## src/include/rtpit_pkg.sv

```systemverilog
// Constants for the remote terminal table base and pending interrupt block.
// Assumes a 16-bit host register port and one 40 MHz clock.
// Contract
// - The table base register reads 0x0200 after master reset or software reset.
// - Bit 15 and bits 8:0 of the table base register are always zero and cannot be written.
// - The table base value is the start address of the active descriptor table, and a write switches tables.
// - An enabled event sets its pending bit, raises the matching interrupt output and makes a log entry.
// - A disabled event sets no pending bit, raises no output and makes no log entry.
// - Each host read of the pending register clears every bit that an event in the same cycle does not set again.
// - Master reset clears the pending register and software reset leaves it alone.
// - Pending bit 15 and the message interrupt follow an index-zero event only when enabled and allowed by the control word.
// - Pending bit 14 and the message interrupt follow each legal message when enabled and allowed by the control word.
// - Pending bit 13 and the message interrupt follow each legal broadcast when enabled and allowed by the control word.
// - Pending bit 10 and the message interrupt follow each enabled message error.
// - Pending bit 8 and the message interrupt follow each enabled illegal command.
package rtpit_pkg;
	localparam int DATA_W = 16;
	localparam int ADDR_W = 16;
	// Register offsets
	localparam logic [15:0] OFF_TABLE_BASE = 16'h0005;
	localparam logic [15:0] OFF_PENDING = 16'h0006;
	// Reset values
	localparam logic [15:0] BASE_RESET = 16'h0200;
	localparam logic [15:0] PEND_RESET = 16'h0000;
	localparam logic [15:0] READ_ZERO = 16'h0000;
	// Writable bits of the table base: 14:9
	localparam logic [15:0] BASE_KEEP = 16'h7e00;
	// Pending bit positions
	localparam int BIT_INDEX_ZERO = 15;
	localparam int BIT_ACCESSED = 14;
	localparam int BIT_BROADCAST = 13;
	localparam int BIT_MSG_ERROR = 10;
	localparam int BIT_ILLEGAL_CMD = 8;
	// Bits this block can set; message type and hardware type groups
	localparam logic [15:0] PEND_IMPL = 16'he500;
	localparam logic [15:0] MSG_MASK = 16'he500;
	localparam logic [15:0] HW_MASK = 16'h00ff;

	// Strip the forced-zero bits of a table base value
	function automatic logic [15:0] base_clean(input logic [15:0] value);
		base_clean = value & BASE_KEEP;
	endfunction
endpackage

```

## src/include/rtpit_evt_if.sv

```systemverilog
// Event carrier between the register core and the pending unit.
// Assumes both ends sit on the same clock.
`timescale 1ns/100ps
`default_nettype none
interface rtpit_evt_if;
	logic [15:0] raw;
	logic [15:0] enable;
	logic rd_clear;
	logic [15:0] pend;
	logic [15:0] pend_next;
	logic log_valid;
	logic [15:0] log_bits;
	logic msg_irq;
	logic hw_irq;

	// Core side: supplies events, enables and the read strobe
	modport core (
		output raw,
		output enable,
		output rd_clear,
		input pend,
		input pend_next,
		input log_valid,
		input log_bits,
		input msg_irq,
		input hw_irq
	);
	// Pending side: holds the sticky bits and the outputs
	modport unit (
		input raw,
		input enable,
		input rd_clear,
		output pend,
		output pend_next,
		output log_valid,
		output log_bits,
		output msg_irq,
		output hw_irq
	);
endinterface
`default_nettype wire

```

## src/rtl/rtpit_pending.sv

```systemverilog
// Pending interrupt register, interrupt outputs and log event strobe.
// Assumes events are one-cycle pulses already gated by the control word.
`timescale 1ns/100ps
`default_nettype none
module rtpit_pending (
	// Clock and master reset
	input wire logic mclk,
	input wire logic sys_rst,
	// Event carrier
	rtpit_evt_if.unit evt
);
	logic [15:0] set_bits;
	logic [15:0] pend_reg;
	logic [15:0] pend_next;

	assign set_bits = evt.raw & evt.enable & rtpit_pkg::PEND_IMPL;

	always_comb begin
		pend_next = evt.rd_clear ? rtpit_pkg::PEND_RESET : pend_reg;
		pend_next = pend_next | set_bits;
	end

	// only master reset and a pending read clear the sticky bits
	always_ff @(posedge mclk or posedge sys_rst) begin
		if (sys_rst) begin
			pend_reg <= rtpit_pkg::PEND_RESET;
		end else begin
			pend_reg <= pend_next;
		end
	end

	// interrupt outputs are levels held while a bit of their type is pending
	always_ff @(posedge mclk or posedge sys_rst) begin
		if (sys_rst) begin
			evt.msg_irq <= 1'b0;
			evt.hw_irq <= 1'b0;
		end else begin
			evt.msg_irq <= |(pend_next & rtpit_pkg::MSG_MASK);
			evt.hw_irq <= |(pend_next & rtpit_pkg::HW_MASK);
		end
	end

	// one log strobe per cycle, all simultaneous events in one entry
	always_ff @(posedge mclk or posedge sys_rst) begin
		if (sys_rst) begin
			evt.log_valid <= 1'b0;
			evt.log_bits <= rtpit_pkg::PEND_RESET;
		end else begin
			evt.log_valid <= |set_bits;
			evt.log_bits <= set_bits;
		end
	end

	assign evt.pend = pend_reg;
	assign evt.pend_next = pend_next;
endmodule // rtpit_pending
`default_nettype wire

```

## src/rtl/rtpit_top.sv

```systemverilog
// Descriptor table base register and pending interrupt register of a remote terminal.
// Assumes a synchronous host register port with one-cycle read and write strobes,
// and terminal events as one-cycle pulses on mclk.
`timescale 1ns/100ps
`default_nettype none
module rtpit_top (
	// Clock and resets
	input wire logic mclk,
	input wire logic sys_rst,
	input wire logic software_reset_request,
	// Host register port
	input wire logic [rtpit_pkg::ADDR_W-1:0] reg_addr,
	input wire logic reg_wr,
	input wire logic reg_rd,
	input wire logic [rtpit_pkg::DATA_W-1:0] reg_wdata,
	output logic [rtpit_pkg::DATA_W-1:0] reg_rdata,
	output logic reg_rvalid,
	// Interrupt enables, same bit layout as the pending register
	input wire logic [15:0] irq_enable,
	// Subaddress control word permissions
	input wire logic cw_allow_index_zero,
	input wire logic cw_allow_accessed,
	input wire logic cw_allow_broadcast,
	// Terminal events
	input wire logic index_zero_irq,
	input wire logic accessed_irq,
	input wire logic broadcast_rx_irq,
	input wire logic message_error_irq,
	input wire logic illegal_command_irq,
	// Descriptor table
	output logic [15:0] table_base_out,
	output logic table_switch,
	// Interrupt outputs and log strobe
	output logic message_irq_out,
	output logic hardware_irq_out,
	output logic log_valid,
	output logic [15:0] log_bits
);
	logic [15:0] base_reg;
	logic table_switch_reg;
	logic [15:0] rdata_reg;
	logic rvalid_reg;
	logic base_wr;
	logic pend_rd;
	logic base_rd;

	rtpit_evt_if evt ();

	// Register decode
	assign base_wr = reg_wr && (reg_addr == rtpit_pkg::OFF_TABLE_BASE);
	assign base_rd = reg_rd && (reg_addr == rtpit_pkg::OFF_TABLE_BASE);
	// a write at the pending offset matches nothing and is dropped
	assign pend_rd = reg_rd && (reg_addr == rtpit_pkg::OFF_PENDING);

	// table base register
	// Software reset wins over a write in the same cycle, so the table is known afterwards.
	always_ff @(posedge mclk or posedge sys_rst) begin
		if (sys_rst) begin
			base_reg <= rtpit_pkg::BASE_RESET;
		end else if (software_reset_request) begin
			base_reg <= rtpit_pkg::BASE_RESET;
		end else if (base_wr) begin
			base_reg <= rtpit_pkg::base_clean(reg_wdata);
		end
	end

	// table switch strobe
	// Raised for both a write and a software reset; the core reloads the table either way.
	always_ff @(posedge mclk or posedge sys_rst) begin
		if (sys_rst) begin
			table_switch_reg <= 1'b0;
		end else begin
			table_switch_reg <= base_wr || software_reset_request;
		end
	end

	always_comb begin
		evt.raw = 16'h0000;
		evt.raw[rtpit_pkg::BIT_INDEX_ZERO] = index_zero_irq && cw_allow_index_zero;
		evt.raw[rtpit_pkg::BIT_ACCESSED] = accessed_irq && cw_allow_accessed;
		evt.raw[rtpit_pkg::BIT_BROADCAST] = broadcast_rx_irq && cw_allow_broadcast;
		evt.raw[rtpit_pkg::BIT_MSG_ERROR] = message_error_irq;
		evt.raw[rtpit_pkg::BIT_ILLEGAL_CMD] = illegal_command_irq;
	end

	assign evt.enable = irq_enable;
	// read of the pending register clears it
	assign evt.rd_clear = pend_rd;

	// Pending bits, interrupt outputs and log strobe
	rtpit_pending u_pending (
		.mclk(mclk),
		.sys_rst(sys_rst),
		.evt(evt)
	);

	// Read data, one cycle after the strobe
	// forced-zero bits are zero in the stored value itself
	// Unmapped offsets answer zero so the host never waits.
	always_ff @(posedge mclk or posedge sys_rst) begin
		if (sys_rst) begin
			rdata_reg <= rtpit_pkg::READ_ZERO;
		end else if (base_rd) begin
			rdata_reg <= base_reg;
		end else if (pend_rd) begin
			rdata_reg <= evt.pend;
		end else if (reg_rd) begin
			rdata_reg <= rtpit_pkg::READ_ZERO;
		end
	end

	// Read valid strobe
	always_ff @(posedge mclk or posedge sys_rst) begin
		if (sys_rst) begin
			rvalid_reg <= 1'b0;
		end else begin
			rvalid_reg <= reg_rd;
		end
	end

	// Output wiring, all from flip-flops
	assign reg_rdata = rdata_reg;
	assign reg_rvalid = rvalid_reg;
	assign table_base_out = base_reg;
	assign table_switch = table_switch_reg;
	assign message_irq_out = evt.msg_irq;
	assign hardware_irq_out = evt.hw_irq;
	assign log_valid = evt.log_valid;
	assign log_bits = evt.log_bits;
endmodule // rtpit_top
`default_nettype wire

```

## config.mk

```make
export PLATFORM = sky130hd
export DESIGN_NAME = rtpit_top
export DESIGN_NICKNAME = d
export VERILOG_FILES = /design/src/include/rtpit_pkg.sv /design/src/include/rtpit_evt_if.sv /design/src/rtl/rtpit_pending.sv /design/src/rtl/rtpit_top.sv
export SDC_FILE = /design/constraint.sdc
export NUM_CORES = 1
export LEC_CHECK = 0
export ABC_AREA = 1
export BUFFER_PORTS_ARGS = -buffer_cell sky130_fd_sc_hd__clkbuf_2
export CAP_MARGIN = 20
export CORE_AREA = 2 2 68 70
export CTS_CLUSTER_SIZE = 12
export DETAILED_ROUTE_END_ITERATION = 7
export DIE_AREA = 0 0 70 72
export HOLD_SLACK_MARGIN = 0.1
export PLACE_DENSITY = 0.83
export SLEW_MARGIN = 10
export SYNTH_ARGS = -nofsm -noshare
export SYNTH_HDL_FRONTEND = slang
export SYNTH_SLANG_ARGS = --single-unit
export TNS_END_PERCENT = 5
```

## constraint.sdc

```tcl
create_clock -name mclk -period 3.5 [get_ports mclk]
set_input_delay 0.175 -clock mclk [delete_from_list [all_inputs] [get_ports mclk]]
set_output_delay 0.175 -clock mclk [all_outputs]
set_load 0.1 [all_outputs]
```

# == Yosys cells after proc, flatten, opt, wreduce, memory -nomap -nowiden ==
# Cells that the tools add are included.
# op_classes
add_sub_neg,0
mul,0
div_mod_pow,0
order_cmp,0
n_eq_ne,2
shifts,0
mux,6
bitwise,2
reduce_logical,12
# op_table
op,count
two-way mux 16 bit,6
== test 16 x 3 -> 1 bit (second input constant),2
bitwise AND 16 bit,1
bitwise OR 16 bit,1
OR reduction 5 bit,2
OR reduction 8 bit,1
logical AND 1 bit,6
nonzero test 3 bit,1
nonzero test 2 bit,1
logical OR 1 bit,1
# word_totals
regBits,58
latch_bits,0
ram_bits,0
rom_bits,0
output_inout_bits,53
elab_cells,31
memories,0

# == Longest topological paths before layout ==
# depth
word_depth,5
depth_mapped,9

# == By module ==
# From an unflattened synthesis, not the netlist that was laid out.
# hier_totals
cells_unflattened,250
area_unflattened_um2,2303.5
# by_module_without_submodules
mod,n_inst,cells_each,area_per_inst_um2,seq_area_each_um2
rtpit_top,1,155,1352.5,601.8
rtpit_pending,1,95,950.9,600.6

# == Worst setup path before layout ==
# No wires, ideal clock.
# synth_timing
path_kind,reg2reg
start,register reg_rdata[15] (netlist name)
end,"register rdata_reg[15], in the netlist reg_rdata[15]"
arrival_time_ns,1.147
required_time_ns,3.433
setup_slack_ns,2.286
stages_incl_launch_ff,2
path_buffers,0
period_less_slack_ns,1.214
path_cell_list,dfrtp_1 -> a22o_1
# synth_rtl
item,line,text
to (signal assigned),rtpit_top.sv:102,rdata_reg <= rtpit_pkg::READ_ZERO;
to (signal assigned),rtpit_top.sv:104,rdata_reg <= base_reg;
to (signal assigned),rtpit_top.sv:106,rdata_reg <= evt.pend;
to (decl),rtpit_top.sv:41,logic [15:0] rdata_reg;

# == Worst setup path after layout ==
# layout_timing
start,input reg_rd
end,register u_pending.evt.hw_irq
# layout_via
elab_chain_cells,4
# layout_lines
item,line,text
from (decl),rtpit_top.sv:14,"input wire logic reg_rd,"
logical AND 1 bit,rtpit_top.sv:53,assign pend_rd = reg_rd && (reg_addr == rtpit_pkg::OFF_PENDING);
two-way mux 16 bit,rtpit_pending.sv:19,pend_next = evt.rd_clear ? rtpit_pkg::PEND_RESET : pend_reg;
bitwise OR 16 bit,rtpit_pending.sv:20,pend_next = pend_next | set_bits;
net evt.pend_next[1],rtpit_evt_if.sv:10,logic [15:0] pend_next;
OR reduction 8 bit,rtpit_pending.sv:39,evt.hw_irq <= |(pend_next & rtpit_pkg::HW_MASK);
to (signal assigned),rtpit_pending.sv:39,
to (decl),rtpit_evt_if.sv:38,output hw_irq
# The timed path passes the listed nets, and every way through them passes these cells.
# A chain may end at the register's enable or synchronous reset.

==> results.toml <==
[final_layout]
largest_reg_flops = 16
nets = 353
ff_latch_area_um2 = 1130
final.fill_count = 378
syn_to_final_growth_pct = 25.8
drive_gt1_frac = 0.304
multi_input_area_um2 = 614
n_antenna_cell = 0

[run]
max-cap-violations = 0

[drt]
drcViolationCount = 0
drt_pass1_iterations = 4
ant_nets = 0
via_per_inst = 4.54
vias = 1565
wl_um = 3870
drt-initial-drc-count = 104
wire_per_inst_um = 11.2

[global_routing]
grt_pass1_wl_um = 6590
grt_start_max_net_pins = 46
grt_pass1_vias = 1538
antenna_found_initial = 0
grt.overflow.total = 0
track_usage = 0.167

[worst_setup_path]
arrival_ns = 1.77
cp_max_fo = 15
reg2reg_depth = 2
startpoint_type = "input port"
cp.required_ns = 3.68
crit_path_end_kind = "register"
reg2reg_slack_ns = 2.49
crit-reg2reg-capture = "u_pending.evt.hw_irq$_DFF_PP0_"
crit_type = "input port to register"
r2r-start = "u_pending.evt.pend[7]$_DFF_PP0_"

[sta]
clock.fmax_ghz = 0.629
rsz0062_at_grt = "no"
finalClockSkew_ns = 0.00557
hold_violations = 0
setup_slack_ns = 1.91
setup_tns_ns = 0
finalWorstPathRequiredPeriod_ns = 1.59
period_share = 0.454
maxSlewViolCount = 0
finalSetupViolCount = 0
tightest_slew_ns = 0.899
slew_headroom = 0.400

[power_and_ir_drop]
p_leak_nw = 1.39
peakVddDrop_v = 0.000205
p_per_area_nw_per_um2 = 429

[clocking]
numClockSinks = 45
tritoncts = "yes"
cts.clk_slew.worst_paths_ns = 0.09
cts_setup_buffers = 0
cts_max_level = 2
clock_latency_ns = 0.30
holdBufCountCts = 9
root_buffer = "clkbuf_8"
clockBufferDepth = 2
cts_resized = 0
cts_buffers = 5

[synthesis]
yosys_warnings = 0
syn_area_per_cell_um2 = 9.29
syn-cell-area_um2 = 1940
async_flop_share = 1.00
ys_seq_area_frac = 0.581
ys_ff_latch = 45
synth.distinct_cells = 23
synth_edf_count = 0
synth_flop_cell = "dfrtp_1"
syn_inst = 209

[place]
dpl.hpwl_um = 2830
gp_congestion = 0.775
portBuffers = 71
place_ws_ns = 2.01

[floorplanning]
die_y_um = 72
fp-row-count = 24
ios = 114
core-area_um2 = 4260
die-area_um2 = 5040
die_w_um = 70
start_util = 0.455

[min_path]
hold_path.startpoint = "message_error_irq"
min_to = "u_pending.evt.log_bits[10]$_DFF_PP0_"
holdCritPathClass = "input port to register"
min_path_cells = 3

[status]
status = "complete, no violations"
==> where the power goes <==
| group | internal [mW] | switching (mW) |
|---|---|---|
| Sequential | 0.524 | 0.00134 |
| Clock | 0.142 | 0.182 |
| Combinational | 0.0297 | 0.168 |
==> worst max-delay path, stage by stage <==
cell           delay [ns]
dlygate4sd3_1        0.52
clkbuf_2             0.16
nand3_1              0.10
nor2_1               0.17
nand3_4              0.19
clkinv_2             0.18
nor2_1               0.07
nor2_1               0.10
nand3_1              0.09
==> synth_stat cells, types with 2 or more instances <==
cell type / n / area, um2
nor2_4: 2 / 22.5
nand4_1: 3 / 18.8
inv_1: 24 / 90.1
nor2_1: 21 / 78.8
nor3_1: 3 / 15.0
nor2_2: 2 / 12.5
nand2_1: 46 / 173
clkbuf_1: 2 / 7.51
nand3_1: 21 / 105
o21ai_0: 8 / 40.0
dfrtp_1: 44 / 1100
buf_4: 21 / 158
a22o_1: 2 / 17.5
==> layout make-up <==
class,count,area share
flip-flops and latches,45,0.462
clock inverters,3,0.00922
multi-input cells,134,0.252
clock buffers,5,0.0282
repair buffers,80,0.182
inverters,26,0.0405
well taps,52,0.0266
==> per-layer routing <==
layer  track usage  wire length (um)
met1         0.190              1610
met2         0.302              1920
met3        0.0375               277
met4        0.0769                68
met5             0                 0
==> stage by stage <==
stage	hold slack, ns	total power [mW]	util	instance area [um2]	cells
global route	0.134	1.09	0.573	2440	345
global placement	0.366	0.724	0.530	2260	328
detailed placement	0.367	0.727	0.530	2260	328
floorplan	0.206	0.711	-	2020	229
finish	0.112	1.05	0.573	2440	345
CTS	0.102	1.06	0.573	2440	345
==> placed cells by master, fill, tap and decap left out <==
master         count
nor3_1             3
nand3_2            1
inv_1             23
nand3_4            1
nor2_4             2
clkinv_4           2
inv_2              1
nand2_1           46
o21ai_0            8
clkinv_1           1
conb_1            21
nand3_1           21
nor2_1            21
clkbuf_2          71
a21oi_2            1
nand3b_1           1
o41ai_1            1
a22o_1             2
nor2_2             2
clkbuf_8           5
clkinv_2           2
dlygate4sd3_1      9
dfstp_2            1
nand4_1            3
dfrtp_1           44
==> worst max-delay path by stage <==
stage	cells past startpoint	endpoint	start
floorplan	1	reg_rdata[0]$_DFFE_PP0P_	sys_rst
global placement	9	u_pending.evt.hw_irq$_DFF_PP0_	reg_addr[15]
detailed placement	9	u_pending.evt.hw_irq$_DFF_PP0_	reg_addr[15]
CTS	9	u_pending.evt.hw_irq$_DFF_PP0_	reg_rd
global route	9	u_pending.evt.hw_irq$_DFF_PP0_	reg_rd
finish	9	u_pending.evt.hw_irq$_DFF_PP0_	reg_rd
==> cells by family after synthesis <==
kind of cell / Yosys count / share of synthesized area
flip-flops: 45 / 0.581
AND/OR/NAND/NOR: 101 / 0.237
other: 1 / 0.00193
AO/OA/AOI/OAI: 12 / 0.0387
buffers and inverters: 50 / 0.142
(Power assumes the default switching activity.)
